--- config.mk ---
export PLATFORM = sky130hd
export DESIGN_NAME = rtb_top
export DESIGN_NICKNAME = d
export VERILOG_FILES = /design/src/rtb_pkg.sv /design/src/rtb_legal.sv /design/src/rtb_log.sv /design/src/rtb_top.sv
export VERILOG_INCLUDE_DIRS = /design/src
export SDC_FILE = /design/constraint.sdc
export NUM_CORES = 1
export LEC_CHECK = 0
export ABC_AREA = 1
export BUFFER_PORTS_ARGS = -buffer_cell sky130_fd_sc_hd__buf_2
export CORE_ASPECT_RATIO = 0.8
export CORE_MARGIN = 4
export CORE_UTILIZATION = 56
export CTS_CLUSTER_DIAMETER = 30
export DETAILED_ROUTE_END_ITERATION = 8
export HOLD_SLACK_MARGIN = 0.06
export PLACE_DENSITY = 0.81
export SLEW_MARGIN = 20
export SYNTH_ARGS = -nofsm -noshare
export SYNTH_HDL_FRONTEND = slang
export SYNTH_SLANG_ARGS = --single-unit
--- constraint.sdc ---
create_clock -name ref_clk_i -period 2.3 [get_ports ref_clk_i]
set_input_delay 0 -clock ref_clk_i [delete_from_list [all_inputs] [get_ports ref_clk_i]]
set_output_delay 0 -clock ref_clk_i [all_outputs]
set_load 0.01 [all_outputs]
--- src/rtb_regs.svh ---
`ifndef RTB_REGS_SVH
`define RTB_REGS_SVH
// ==========================================
// Shared RAM map
`define RTB_STAGE_BASE 16'h0020
`define RTB_STAGE_LAST 5'h1F
`define RTB_LOG_BASE 16'h0040
`define RTB_HW_ADDR_WORD 16'h0000
// ==========================================
// Register offsets (byte addresses)
`define RTB_REG_CFG 8'h00
`define RTB_REG_IRQ_EN 8'h04
`define RTB_REG_LOG 8'h08
`define RTB_REG_STAT 8'h0C
`define RTB_CFG_STAGE_BIT 0
`define RTB_IRQ_EN_RST 16'h0000
`define RTB_CNT_MAX 8'hFF
// ==========================================
// Timing
`define RTB_CLK_NS 50
`define RTB_WORD_NS 20000
`define RTB_WORD_CYC (`RTB_WORD_NS / `RTB_CLK_NS)
`endif

--- src/rtb_pkg.sv ---
package rtb_pkg;
  typedef enum logic [3:0] {
    RTB_IDLE, RTB_LEG_RD, RTB_LEG_WAIT, RTB_RX_WR, RTB_LOG_ID, RTB_LOG_AW,
    RTB_CP_RD, RTB_CP_WAIT, RTB_CP_WR
  } rtb_state_t;
endpackage

--- src/rtb_legal.sv ---
`timescale 1ns/1ps
`include "rtb_regs.svh"
module rtb_legal
  import rtb_pkg::*;
(
  input wire logic ref_clk_i, // Clock
  input wire logic rst_n_i, // Async reset
  input wire logic ce_i, // Clock enable
  input wire logic fetch_i, // Legality word valid
  input wire logic [15:0] word_i, // Fetched legality word
  input wire logic [3:0] bit_i, // Low mode code bits
  output logic valid_o, // Verdict pulse
  output logic illegal_o // Fetched bit value
);
  always_ff @(posedge ref_clk_i or negedge rst_n_i) begin
    if (!rst_n_i) begin
      valid_o <= 1'b0;
      illegal_o <= 1'b0;
    end else if (ce_i) begin
      valid_o <= fetch_i;
      if (fetch_i) begin
        illegal_o <= word_i[bit_i];
      end
    end
  end

  a_verdict_bit: assert property (@(posedge ref_clk_i) disable iff (!rst_n_i)
    ce_i && fetch_i |=> illegal_o == $past(word_i[bit_i]))
    else $error("legality bit not taken from word");
endmodule // rtb_legal

--- src/rtb_log.sv ---
`timescale 1ns/1ps
`include "rtb_regs.svh"
module rtb_log
  import rtb_pkg::*;
(
  input wire logic ref_clk_i, // Clock
  input wire logic rst_n_i, // Async reset
  input wire logic ce_i, // Clock enable
  input wire logic adv_i, // One log word stored
  input wire logic entry_i, // One interrupt logged
  input wire logic rd_clr_i, // Log register read
  output logic [15:0] addr_o, // Next log word address
  output logic [7:0] count_o // Events since last read
);
  logic [4:0] ptr;

  always_ff @(posedge ref_clk_i or negedge rst_n_i) begin
    if (!rst_n_i) begin
      ptr <= 5'h00;
    end else if (ce_i && adv_i) begin
      ptr <= ptr + 5'h01;
    end
  end

  // Event wins over the clear on read
  always_ff @(posedge ref_clk_i or negedge rst_n_i) begin
    if (!rst_n_i) begin
      count_o <= 8'h00;
    end else if (ce_i) begin
      if (entry_i) begin
        count_o <= rd_clr_i ? 8'h01 : (count_o == `RTB_CNT_MAX ? count_o : count_o + 8'h01);
      end else if (rd_clr_i) begin
        count_o <= 8'h00;
      end
    end
  end

  assign addr_o = `RTB_LOG_BASE | {11'h000, ptr};

  a_log_wrap: assert property (@(posedge ref_clk_i) disable iff (!rst_n_i)
    ce_i && adv_i && ptr == 5'h1F |=> addr_o == `RTB_LOG_BASE)
    else $error("log pointer did not wrap to base");
endmodule // rtb_log

--- src/rtb_top.sv ---
// Contract
// host sets transmit mode words FFF2/FE01
// host sets broadcast transmit words FFFF/FE05
// host sets receive mode words FFCD/FFFF
// host sets broadcast receive low words FFFF
// low word bit N is mode N
// illegal bit: status only, error set
// staging buffer 0x20-0x3F when enabled
// staged words burst-copied after clean end
// errored staged message is never copied
// without staging, write each word directly
// without staging, no rollback on error
// host never writes staging region
// interrupt only when its enable set
// log, registers, two outputs, two acks
// 32-word log ring at 0x40-0x5F
// two log words per interrupt
// ident then address, pointer wraps
// ident word holds only occurring bits
// ident bit positions per source
// address word: control word or zero
// one ident word, one message pulse
`timescale 1ns/1ps
`include "rtb_regs.svh"
module rtb_top
  import rtb_pkg::*;
(
  input wire logic ref_clk_i, // 20 MHz clock
  input wire logic rst_n_i, // Async reset
  input wire logic ce_i, // Clock enable
  input wire logic wb_cyc_i, // Wishbone cycle
  input wire logic wb_stb_i, // Wishbone strobe
  input wire logic wb_we_i, // Wishbone write
  input wire logic [7:0] wb_adr_i, // Byte address
  input wire logic [3:0] wb_sel_i, // Byte selects
  input wire logic [31:0] wb_dat_i, // Write data
  output logic [31:0] wb_dat_o, // Read data
  output logic wb_ack_o, // Acknowledge
  output logic [15:0] ram_addr_o, // Shared RAM address
  output logic [15:0] ram_wdata_o, // Shared RAM write data
  output logic ram_we_o, // Shared RAM write
  output logic ram_re_o, // Shared RAM read
  input wire logic [15:0] ram_rdata_i, // Data one cycle after read
  input wire logic leg_req_i, // Mode command legality check
  input wire logic [15:0] leg_pair_addr_i, // Even address of word pair
  input wire logic [4:0] leg_mc_i, // Mode code
  output logic resp_valid_o, // Response verdict pulse
  output logic resp_status_only_o, // Status word only
  output logic resp_msg_error_o, // Message error bit
  output logic status_update_o, // Terminal status update pulse
  input wire logic rx_start_i, // Receive message starts
  input wire logic [15:0] rx_dest_addr_i, // Subaddress buffer address
  input wire logic rx_word_valid_i, // Received data word
  input wire logic [15:0] rx_word_i, // Data word
  input wire logic msg_end_i, // Message complete
  input wire logic msg_err_i, // Message ended in error
  input wire logic [4:0] msg_evt_i, // Index0, access, bcast, error, illegal
  input wire logic [15:0] msg_ctrl_addr_i, // Descriptor control word address
  input wire logic [7:0] hw_evt_i, // Hardware interrupt events
  output logic msg_irq_out_o, // Message interrupt pin
  output logic hw_irq_out_o, // Hardware interrupt pin
  input wire logic msg_ack_i, // Message acknowledge pin
  input wire logic hw_ack_i // Hardware acknowledge pin
);
  localparam int WORD_CYC = `RTB_WORD_CYC;

  // ==========================================
  // Registers
  logic stage_en;
  logic [15:0] irq_en;
  logic [15:0] log_addr;
  logic [7:0] log_count;
  logic wb_req;
  logic log_rd;
  assign wb_req = wb_cyc_i && wb_stb_i && !wb_ack_o;
  assign log_rd = wb_req && !wb_we_i && wb_adr_i == `RTB_REG_LOG;

  always_ff @(posedge ref_clk_i or negedge rst_n_i) begin
    if (!rst_n_i) begin
      wb_ack_o <= 1'b0;
      wb_dat_o <= 32'h0000_0000;
      stage_en <= 1'b0;
      irq_en <= `RTB_IRQ_EN_RST;
    end else if (ce_i) begin
      wb_ack_o <= wb_req;
      if (wb_req && wb_we_i) begin
        if (wb_adr_i == `RTB_REG_CFG && wb_sel_i[0]) begin
          stage_en <= wb_dat_i[`RTB_CFG_STAGE_BIT];
        end
        if (wb_adr_i == `RTB_REG_IRQ_EN) begin
          if (wb_sel_i[0]) irq_en[7:0] <= wb_dat_i[7:0];
          if (wb_sel_i[1]) irq_en[15:8] <= wb_dat_i[15:8];
        end
      end
      if (wb_req && !wb_we_i) begin
        unique case (wb_adr_i)
          `RTB_REG_CFG: wb_dat_o <= {31'h0000_0000, stage_en};
          `RTB_REG_IRQ_EN: wb_dat_o <= {16'h0000, irq_en};
          `RTB_REG_LOG: wb_dat_o <= {16'h0000, log_count, log_addr[7:0]};
          `RTB_REG_STAT: wb_dat_o <= {29'h0000_0000, msg_irq_out_o, hw_irq_out_o, resp_status_only_o};
          default: wb_dat_o <= 32'h0000_0000;
        endcase
      end
    end
  end

  // ==========================================
  // Acknowledge pin synchronisers
  logic [1:0] msg_ack_sync;
  logic [1:0] hw_ack_sync;
  always_ff @(posedge ref_clk_i or negedge rst_n_i) begin
    if (!rst_n_i) begin
      msg_ack_sync <= 2'b00;
      hw_ack_sync <= 2'b00;
    end else if (ce_i) begin
      msg_ack_sync <= {msg_ack_sync[0], msg_ack_i};
      hw_ack_sync <= {hw_ack_sync[0], hw_ack_i};
    end
  end

  // ==========================================
  // Pending requests
  rtb_state_t state;
  logic [15:0] msg_bits;
  logic [15:0] hw_bits;
  assign msg_bits = {msg_evt_i[4:2], 2'b00, msg_evt_i[1], 1'b0, msg_evt_i[0], 8'h00} & irq_en;
  assign hw_bits = {8'h00, hw_evt_i} & irq_en;

  logic rx_pend, leg_pend, cp_pend, msg_pend, hw_pend;
  logic [15:0] rx_data, rx_dest;
  logic [4:0] rx_idx, rx_cnt, cp_idx;
  logic [15:0] leg_addr;
  logic [3:0] leg_bit;
  logic [15:0] msg_id, msg_aw, hw_id, log_id, log_aw;
  logic log_is_msg, rx_any;
  logic take_rx, take_leg, take_cp, take_msg, take_hw;
  logic idle;
  assign idle = state == RTB_IDLE;
  assign take_rx = idle && rx_pend;
  assign take_leg = idle && !rx_pend && leg_pend;
  assign take_cp = idle && !rx_pend && !leg_pend && cp_pend;
  assign take_msg = idle && !rx_pend && !leg_pend && !cp_pend && msg_pend;
  assign take_hw = idle && !rx_pend && !leg_pend && !cp_pend && !msg_pend && hw_pend;

  always_ff @(posedge ref_clk_i or negedge rst_n_i) begin
    if (!rst_n_i) begin
      rx_pend <= 1'b0;
      rx_data <= 16'h0000;
      rx_dest <= 16'h0000;
      rx_idx <= 5'h00;
      rx_cnt <= 5'h00;
      cp_pend <= 1'b0;
      rx_any <= 1'b0;
    end else if (ce_i) begin
      if (rx_start_i) begin
        rx_dest <= rx_dest_addr_i;
        rx_idx <= 5'h00;
        rx_any <= 1'b0;
      end
      if (rx_word_valid_i) begin
        rx_data <= rx_word_i;
        rx_pend <= 1'b1;
      end else if (take_rx) begin
        rx_pend <= 1'b0;
      end
      if (state == RTB_RX_WR) begin
        rx_idx <= rx_idx + 5'h01;
        rx_any <= 1'b1;
      end
      // Index wraps to zero after 32 words, so a flag marks any word seen
      if (msg_end_i && stage_en && !msg_err_i && rx_any) begin
        cp_pend <= 1'b1;
        rx_cnt <= rx_idx - 5'h01;
      end else if (take_cp) begin
        cp_pend <= 1'b0;
      end
    end
  end

  always_ff @(posedge ref_clk_i or negedge rst_n_i) begin
    if (!rst_n_i) begin
      leg_pend <= 1'b0;
      leg_addr <= 16'h0000;
      leg_bit <= 4'h0;
    end else if (ce_i) begin
      if (leg_req_i) begin
        leg_pend <= 1'b1;
        leg_addr <= leg_pair_addr_i | {15'h0000, leg_mc_i[4]};
        leg_bit <= leg_mc_i[3:0];
      end else if (take_leg) begin
        leg_pend <= 1'b0;
      end
    end
  end

  // New events merge into a waiting entry; set wins over the take
  always_ff @(posedge ref_clk_i or negedge rst_n_i) begin
    if (!rst_n_i) begin
      msg_pend <= 1'b0;
      hw_pend <= 1'b0;
      msg_id <= 16'h0000;
      msg_aw <= 16'h0000;
      hw_id <= 16'h0000;
    end else if (ce_i) begin
      if (msg_bits != 16'h0000) begin
        msg_pend <= 1'b1;
        msg_id <= (take_msg ? 16'h0000 : msg_id) | msg_bits;
        msg_aw <= msg_ctrl_addr_i;
      end else if (take_msg) begin
        msg_pend <= 1'b0;
        msg_id <= 16'h0000;
      end
      if (hw_bits != 16'h0000) begin
        hw_pend <= 1'b1;
        hw_id <= (take_hw ? 16'h0000 : hw_id) | hw_bits;
      end else if (take_hw) begin
        hw_pend <= 1'b0;
        hw_id <= 16'h0000;
      end
    end
  end

  // ==========================================
  // Shared RAM sequencer
  always_ff @(posedge ref_clk_i or negedge rst_n_i) begin
    if (!rst_n_i) begin
      state <= RTB_IDLE;
      ram_addr_o <= 16'h0000;
      ram_wdata_o <= 16'h0000;
      ram_we_o <= 1'b0;
      ram_re_o <= 1'b0;
      cp_idx <= 5'h00;
      log_id <= 16'h0000;
      log_aw <= 16'h0000;
      log_is_msg <= 1'b0;
    end else if (ce_i) begin
      ram_we_o <= 1'b0;
      ram_re_o <= 1'b0;
      unique case (state)
        RTB_IDLE: begin
          if (take_rx) begin
            state <= RTB_RX_WR;
            ram_we_o <= 1'b1;
            ram_wdata_o <= rx_data;
            ram_addr_o <= stage_en ? (`RTB_STAGE_BASE | {11'h000, rx_idx})
                                   : rx_dest + {11'h000, rx_idx};
          end else if (take_leg) begin
            state <= RTB_LEG_RD;
            ram_re_o <= 1'b1;
            ram_addr_o <= leg_addr;
          end else if (take_cp) begin
            state <= RTB_CP_RD;
            cp_idx <= 5'h00;
            ram_re_o <= 1'b1;
            ram_addr_o <= `RTB_STAGE_BASE;
          end else if (take_msg || take_hw) begin
            state <= RTB_LOG_ID;
            log_is_msg <= take_msg;
            log_id <= take_msg ? msg_id : hw_id;
            log_aw <= take_msg ? msg_aw : `RTB_HW_ADDR_WORD;
            ram_we_o <= 1'b1;
            ram_addr_o <= log_addr;
            ram_wdata_o <= take_msg ? msg_id : hw_id;
          end
        end
        RTB_RX_WR: state <= RTB_IDLE;
        RTB_LEG_RD: state <= RTB_LEG_WAIT;
        RTB_LEG_WAIT: state <= RTB_IDLE;
        RTB_LOG_ID: begin
          state <= RTB_LOG_AW;
          ram_we_o <= 1'b1;
          ram_addr_o <= ram_addr_o + 16'h0001;
          ram_wdata_o <= log_aw;
        end
        RTB_LOG_AW: state <= RTB_IDLE;
        RTB_CP_RD: state <= RTB_CP_WAIT;
        RTB_CP_WAIT: begin
          state <= RTB_CP_WR;
          ram_we_o <= 1'b1;
          ram_wdata_o <= ram_rdata_i;
          ram_addr_o <= rx_dest + {11'h000, cp_idx};
        end
        RTB_CP_WR: begin
          if (cp_idx == rx_cnt) begin
            state <= RTB_IDLE;
          end else begin
            state <= RTB_CP_RD;
            cp_idx <= cp_idx + 5'h01;
            ram_re_o <= 1'b1;
            ram_addr_o <= `RTB_STAGE_BASE | {11'h000, cp_idx + 5'h01};
          end
        end
      endcase
    end
  end

  // ==========================================
  // Legality verdict and log pointer
  logic leg_valid, leg_illegal;
  rtb_legal u_legal (
    .ref_clk_i(ref_clk_i),
    .rst_n_i(rst_n_i),
    .ce_i(ce_i),
    .fetch_i(state == RTB_LEG_WAIT),
    .word_i(ram_rdata_i),
    .bit_i(leg_bit),
    .valid_o(leg_valid),
    .illegal_o(leg_illegal)
  );

  rtb_log u_log (
    .ref_clk_i(ref_clk_i),
    .rst_n_i(rst_n_i),
    .ce_i(ce_i),
    .adv_i(state == RTB_LOG_ID || state == RTB_LOG_AW),
    .entry_i(state == RTB_LOG_AW),
    .rd_clr_i(log_rd),
    .addr_o(log_addr),
    .count_o(log_count)
  );

  always_ff @(posedge ref_clk_i or negedge rst_n_i) begin
    if (!rst_n_i) begin
      resp_valid_o <= 1'b0;
      resp_status_only_o <= 1'b0;
      resp_msg_error_o <= 1'b0;
      status_update_o <= 1'b0;
    end else if (ce_i) begin
      resp_valid_o <= leg_valid;
      status_update_o <= leg_valid;
      if (leg_valid) begin
        resp_status_only_o <= leg_illegal;
        resp_msg_error_o <= leg_illegal;
      end
    end
  end

  // ==========================================
  // Interrupt pins, raise wins over acknowledge
  always_ff @(posedge ref_clk_i or negedge rst_n_i) begin
    if (!rst_n_i) begin
      msg_irq_out_o <= 1'b0;
      hw_irq_out_o <= 1'b0;
    end else if (ce_i) begin
      if (state == RTB_LOG_AW && log_is_msg) begin
        msg_irq_out_o <= 1'b1;
      end else if (msg_ack_sync[1]) begin
        msg_irq_out_o <= 1'b0;
      end
      if (state == RTB_LOG_AW && !log_is_msg) begin
        hw_irq_out_o <= 1'b1;
      end else if (hw_ack_sync[1]) begin
        hw_irq_out_o <= 1'b0;
      end
    end
  end

  // ==========================================
  // Checks
  a_illegal_resp: assert property (@(posedge ref_clk_i) disable iff (!rst_n_i)
    resp_valid_o |-> resp_status_only_o == resp_msg_error_o && status_update_o)
    else $error("illegal response fields disagree");
  a_stage_addr: assert property (@(posedge ref_clk_i) disable iff (!rst_n_i)
    ce_i && take_rx && stage_en |=> ram_we_o && ram_addr_o[15:5] == 11'h001)
    else $error("staged word outside staging buffer");
  a_direct_addr: assert property (@(posedge ref_clk_i) disable iff (!rst_n_i)
    ce_i && take_rx && !stage_en |=> ram_we_o && ram_addr_o == $past(rx_dest + {11'h000, rx_idx}))
    else $error("direct word not at subaddress buffer");
  a_word_served: assert property (@(posedge ref_clk_i) disable iff (!rst_n_i)
    ce_i && rx_word_valid_i |-> ##[1:WORD_CYC] ram_we_o)
    else $error("received word not written in time");
  a_no_err_copy: assert property (@(posedge ref_clk_i) disable iff (!rst_n_i)
    ce_i && msg_end_i && msg_err_i && !cp_pend |=> !cp_pend)
    else $error("errored message scheduled for copy");
  a_irq_enable: assert property (@(posedge ref_clk_i) disable iff (!rst_n_i)
    state == RTB_LOG_ID |-> (log_id & ~irq_en) == 16'h0000 || $changed(irq_en))
    else $error("disabled interrupt logged");
  a_log_pair: assert property (@(posedge ref_clk_i) disable iff (!rst_n_i)
    ce_i && state == RTB_LOG_ID |-> ram_we_o && ram_wdata_o == log_id
      ##1 ram_we_o && ram_wdata_o == log_aw && ram_addr_o == $past(ram_addr_o) + 16'h0001)
    else $error("log pair not written in order");
  a_hw_zero_addr: assert property (@(posedge ref_clk_i) disable iff (!rst_n_i)
    state == RTB_LOG_ID && !log_is_msg |-> log_aw == `RTB_HW_ADDR_WORD)
    else $error("hardware entry address word not zero");
  a_log_in_ring: assert property (@(posedge ref_clk_i) disable iff (!rst_n_i)
    state == RTB_LOG_ID |-> ram_addr_o[15:5] == 11'h002)
    else $error("log write outside ring");
  a_one_msg_pin: assert property (@(posedge ref_clk_i) disable iff (!rst_n_i)
    ce_i && $rose(msg_irq_out_o) |-> $past(state) == RTB_LOG_AW && $past(log_is_msg))
    else $error("message pin raised without logged entry");

  c_illegal: cover property (@(posedge ref_clk_i) disable iff (!rst_n_i) resp_valid_o && resp_msg_error_o);
  c_copy: cover property (@(posedge ref_clk_i) disable iff (!rst_n_i) state == RTB_CP_WR && cp_idx == rx_cnt);
  c_wrap: cover property (@(posedge ref_clk_i) disable iff (!rst_n_i) state == RTB_LOG_AW && log_addr[4:0] == 5'h1F);
  c_multi: cover property (@(posedge ref_clk_i) disable iff (!rst_n_i)
    state == RTB_LOG_ID && log_id[10] && log_id[13]);
endmodule // rtb_top

# After elaboration in Yosys (flattened, before gate mapping)
# Index checks and enable logic that the tools add are counted.
[classes]
add_sub_neg = 8
n_mul = 0
div_mod_pow = 0
magnitude_cmp = 1
eq_ne = 22
shift = 0
n_mux = 64
bitwise_logic = 8
reduce_logical = 74
[ops]
columns = ["cell", "count"]
rows = [
  ["2-to-1 mux 16 bit", 16],
  ["case mux 16 bit (4 select lines)", 2],
  ["case mux 16 bit (3 select lines)", 1],
  ["AND reduction 2 bit", 17],
  ["adder 16 x 5 -> 16 bit", 2],
  ["2-to-1 mux 8 bit", 4],
  ["OR 16 bit", 2],
  ["nonzero test 16 bit", 2],
  ["2-to-1 mux 5 bit", 6],
  ["case mux 4 bit (7 select lines)", 1],
  ["2-to-1 mux 1 bit", 25],
  ["logical AND 1 bit", 21],
  ["nonzero test 2 bit", 10],
  ["adder 16 x 1 -> 16 bit (second input constant)", 1],
  ["bitwise AND 16 bit", 1],
  ["bitwise AND 8 x 16 -> 16 bit", 1],
  ["equality test 4 x 3 -> 1 bit (second input constant)", 4],
  ["equality test 8 x 4 -> 1 bit (second input constant)", 2],
  ["2-to-1 mux 4 bit", 4],
  ["OR 16 x 1 -> 16 bit", 1],
  ["adder 5 x 1 -> 5 bit (second input constant)", 3],
  ["AND reduction 4 bit", 3],
  ["AND reduction 6 bit", 2],
  ["case mux 5 bit (2 select lines)", 1],
  ["other kinds (28)", 45],
]
[totals]
reg_bits = 249
latch_bits = 0
ramBits = 0
rom_bits = 0
in_bits = 155
out_inout_bits = 73
word_cells = 215
memories = 0

# Depth between registers and ports, before layout
[logic_depth]
ltp_word = 12
mapped_depth = 14
ltp_nobuf = 14

# Modules after synthesis
# Synthesis repeated with hierarchy kept, for this count alone.
[hier_totals]
hier_cells = 1583
area_unflattened_um2 = 12035.3
[modules_own_cells]
columns = ["module", "instances", "cells_per_inst", "area_per_inst_um2", "seq_area_each_um2"]
rows = [
  ["rtb_top", 1, 1436, 10984.3, 4979.8],
  ["rtb_log", 1, 100, 808.3, 325.3],
  ["rtb_legal", 1, 47, 242.7, 50.0],
]

# Worst setup path after synthesis
# No wires, ideal clock.
[synth_timing]
path_kind = "register to register"
from = "register cp_idx[0]"
to = "register ram_addr_o[14]"
setup_time_ps = 117
arrival_time_ps = 1701
required_ps = 2183
slack_ps = 481
stages_incl_launch_ff = 11
n_path_buf = 0
synth_period_minus_slack_ps = 1819
cell_sequence = "dfrtp_1 -> ha_1 -> fa_1 -> nand2_1 -> nand3_1 -> nand2_1 -> nand2_1 -> nand3_1 -> nand3_1 -> nand3_1 -> nand2_1"
[synth_between]
elab_chain_len = 3
word_cells_on_any_way = 5
classes_between = "1 x add/sub; 2 x eq/ne; 1 x mux; 1 x reduce/logical"
[synth_lines]
columns = ["item", "line_no", "rtl"]
rows = [
  ["start, declared", "rtb_top.sv:131", "logic [4:0] rx_idx, rx_cnt, cp_idx;"],
  ["start signal, assigned", "rtb_top.sv:288", "cp_idx <= cp_idx + 5'h01;"],
  ["branches (longest 3 deep; another with adder 16 x 5 -> 16 bit)", "--", ""],
  ["end signal, assigned", "rtb_top.sv:272", "ram_addr_o <= ram_addr_o + 16'h0001;"],
  ["end signal, assigned", "rtb_top.sv:281", "ram_addr_o <= rx_dest + {11'h000, cp_idx};"],
  ["end signal, assigned", "rtb_top.sv:290", "ram_addr_o <= `RTB_STAGE_BASE | {11'h000, cp_idx + 5'h01};"],
  ["end, declared", "rtb_top.sv:39", "output logic [15:0] ram_addr_o,"],
]
# Several ways; the timed one is not identified.
# A chain may end at the register's enable or synchronous reset.

# Final worst setup path
[layout_timing]
from = "input port wb_adr_i[2]"
to = "register wb_dat_o[1]"
[layout_between]
elab_chain_len = 2
word_cells_on_any_way = 5
classes_between = "3 x eq/ne; 1 x mux; 1 x reduce/logical"
[layout_lines]
columns = ["item", "line_no", "rtl"]
rows = [
  ["start, declared", "rtb_top.sv:34", "input wire logic [7:0] wb_adr_i,"],
  ["equality test 8 x 4 -> 1 bit (tied with other cells)", "rtb_top.sv:96", "unique case (wb_adr_i)"],
  ["case mux 16 bit (4 select lines) (*)", "rtb_top.sv:96", ""],
  ["end signal, assigned", "rtb_top.sv:97", "`RTB_REG_CFG: wb_dat_o <= {31'h0000_0000, stage_en};"],
  ["end signal, assigned", "rtb_top.sv:98", "`RTB_REG_IRQ_EN: wb_dat_o <= {16'h0000, irq_en};"],
  ["end signal, assigned", "rtb_top.sv:99", "`RTB_REG_LOG: wb_dat_o <= {16'h0000, log_count, log_addr[7:0]};"],
  ["end, declared", "rtb_top.sv:37", "output logic [31:0] wb_dat_o,"],
]
# Mark *: on every way between the ends. The rest lies on a longest branch, timed or not.

==> results.toml <==
[worst_setup_path]
crit_fanout = 14
path_cells = "dlygate4sd3_1, buf_2, inv_1, nor3_1, dlygate4sd3_1, nand2_1, inv_4, nand2_1, nand3_1, nand2_1, dlygate4sd3_1, nand2_1"
crit_slowest_cell = "dlygate4sd3_1"
endpoint_kind = "flip-flop"
required_ps = 2760
cpMostUsedCell = "nand2_1"
arrival_ps = 2650
setup.worst_path.start_class = "input pin"
slowest_delay_ps = 570
critPathKind = "in2reg"

[floorplanning]
io-pin-count = 228
core_area_mm2 = 0.0201
die_x_um = 169
initial_core_util_pct = 57.8
die-height_um = 137
rows = 46
die_area_mm2 = 0.0231

[drt]
wl_um = 40700
wl_met3_um = 4170
route.met2.wl_um = 19200
post_drt_wl_per_cell_um = 18.8
vias = 12457
top_layer_used = "met4"
drt-met1-wl_um = 15400
routed_via_density = 5.77
drt_iter0_drc = 1662
dr.pass1.iters = 8
ant_nets = 0
drc = 0

[synthesis]
synth_cell_types = 49
syn_inst = 1487
ys_ff_latch = 214
synth.yosys.seq_area_share_pct = 46.1
avgSynthCellArea_um2 = 7.81
ys_warn_count = 0
syn_area_mm2 = 0.0116
synth_edf_count = 0
async_flop_share_pct = 100
synth_ff_type = "dfrtp_1"

[clock_network]
clock-sinks = 214
clockBufferDepth = 3
cts_tree = "yes"
cts.clk_slew.worst_paths_ps = 50
numCtsBuffers = 40
root_buffer = "clkbuf_16"
cts_htree_levels = 2
clk_latency_ps = 540

[place]
place_congestion = 0.915
io_buffers = 193
dp_hpwl_um = 24500
dp_slack_ps = 203
place_inst = 1927

[timing]
holdWs_ps = 70.1
tns_ps = 0
worstMarginPinSlew_ps = 864
setup_viol = 0
fmax_mhz = 455
setup_ws_ps = 102
slew_violations = 0
hold_viol = 0
min_period_over_period_pct = 95.6
rsz0062_at_grt = "no"
fin_skew_ps = 28.4
slew_headroom_pct = 42.3
min_period_ps = 2200

[pwr]
swShare_pct = 34.5
pwr-share-comb_pct = 26.7
totalPowerFinal_mw = 15.8
leakagePower_nw = 8.26
intPower_mw = 10.3
p_sw_mw = 5.45
pwr-share-clk_pct = 40.8
powerDensity_mw_per_mm2 = 991
seqPwrFrac_pct = 32.5
vdd.ir_drop.worst_mv = 0.707

[global_routing]
grtUsageTotal_pct = 34.8
grt_pass1_vias = 12418
antenna_found_initial = 1
gr-total-overflow = 0
grt_max_degree = 72
grt_pass1_wl_um = 64000

[flow_run]
max_cap_violations = 0

[final_layout]
num-fill-cells = 1194
fin_nets = 2038
area_delta_synth_final_pct = 37.2
layout.cells.non_filler = 2160
drive_above_1_share_pct = 19.8

[status]
status = "complete, no violations"

[hold_path]
hold_class = "in2async"
per-stage QoR:
step | utilization, % | area, um^2
after floorplan | - | 11700
after global placement | 64.0 | 12800
after detailed placement | 64.0 | 12800
after CTS | 79.0 | 15900
after global routing | 79.3 | 15900
final | 79.3 | 15900
synth_stat cells, drive strengths merged (3+ instances only):
cell type	count	area share [%]
a21oi	51	2.3
a221oi	4	0.30
buf	39	2.5
clkbuf	22	0.72
clkinv	3	0.097
dfrtp	214	46
ha	16	1.7
inv	153	5.0
mux2	32	3.1
nand2	508	17
nand3	128	5.6
nand4	17	0.92
nor2	82	3.3
nor3	11	0.75
o211ai	10	0.65
o21ai	138	6.3
o22ai	20	1.1
o31ai	4	0.26
xnor2	4	0.30
xor2	12	0.90
sequential cells by signal (all words and copies together), names as in the netlist, 5 cells and up:
signal	count
rx_cnt	5
msg_id	5
u_log.count_o	8
cp_idx	5
ram_wdata_o	16
irq_en	16
u_log.ptr	5
hw_id	8
log_aw	16
wb_dat_o	16
rx_idx	5
rx_data	16
msg_aw	16
ram_addr_o	16
leg_addr	16
rx_dest	16
placed cells by master, fill, tap and decap left out, drive strengths merged, types with 4 or more instances in the layout:
master,synthesis,routed
o211ai,10,10
clkinv,3,14
conb,1,16
clkbuf,22,51
xor2,12,12
nand4,17,17
nand2,508,508
ha,16,16
buf,39,223
dfrtp,214,214
o22ai,20,20
a21oi,51,51
xnor2,4,4
inv,153,154
o31ai,4,4
a221oi,4,4
bufinv,0,8
o21ai,138,138
nor2,82,82
dlygate4sd3,0,158
mux2,32,32
nor3,11,11
nand3,128,128
path summary, 6_finish.rpt:
check / to / slack [ps] / depth (start not counted) / from
setup / recovery: wb_dat_o[1]$_DFFE_PN0P_ / 100 / 12 / wb_adr_i[2]
hold / removal: rx_data[11]$_DFFE_PN0P_ / 70 / 2 / rst_n_i
setup reg to reg: rx_cnt[1]$_DFFE_PN0P_ / 150 / 5 / stage_en$_DFFE_PN0P_
hold reg to reg: wb_dat_o[11]$_DFFE_PN0P_ / 480 / 2 / wb_dat_o[11]$_DFFE_PN0P_
max in group asynchronous: wb_dat_o[4]$_DFFE_PN0P_ / 1420 / 3 / rst_n_i
min in group ref_clk_i: ram_wdata_o[7]$_DFFE_PN0P_ / 80 / 7 / ram_rdata_i[7]
layout make-up:
| cell class | count | area, um^2 | share of cell area [%] |
|---|---|---|---|
| clock inverter | 22 | 353 | 2.21 |
| multi-input combinational | 1071 | 5360 | 33.6 |
| sequential | 214 | 5360 | 33.6 |
| timing repair buffer | 382 | 2810 | 17.7 |
| inverter | 156 | 596 | 3.74 |
| tap | 264 | 330 | 2.07 |
| clock buffer | 50 | 1120 | 7.04 |
| antenna | 1 | 2.50 | 0.0157 |
layer usage:
metal  vias to the layer above  global-route usage (%)
met2                       868                    57.7
met4                         0                    15.7
met5                         -                       0
li1                       5567                       -
met3                       186                    7.88
met1                      5836                    44.0
power by group through the flow:
stage                     registers [mW]  clock network [mW]  logic [mW]
after floorplan                     4.99                   0        2.47
after global placement              5.07                   0        3.60
after detailed placement            5.08                   0        3.70
after CTS                           5.05                6.41        3.98
after global routing                5.18                6.67        4.63
final                               5.13                6.45        4.22
worst max-delay path, delay by kind of cell:
kind          cells  cell delay, ps
buf+inv           6            2050
simple gates      6             600
kinds of logic (layout without fill, tap and decap cells):
| group | count (synthesis) | after routing | share of synthesized area [%] |
|---|---|---|---|
| adders and majority gates | 18 | 18 | 2.07 |
| AOI/OAI and AO/OA | 235 | 235 | 11.4 |
| muxes | 32 | 32 | 3.10 |
| and+or+nand+nor | 754 | 754 | 27.8 |
| DFF | 214 | 214 | 46.1 |
| buffers and inverters | 217 | 610 | 8.28 |
| other | 1 | 17 | 0.0323 |
| xor gates and xnor gates | 16 | 16 | 1.21 |
timing repair:
action                                 4_1_cts  5_1_grt
hold buffers                               155        3
buffers inserted                             0        2
resized for setup                            0        7
endpoints found under the hold margin      331       15
setup endpoints to repair                    0       34
(Power assumes the default switching activity.)
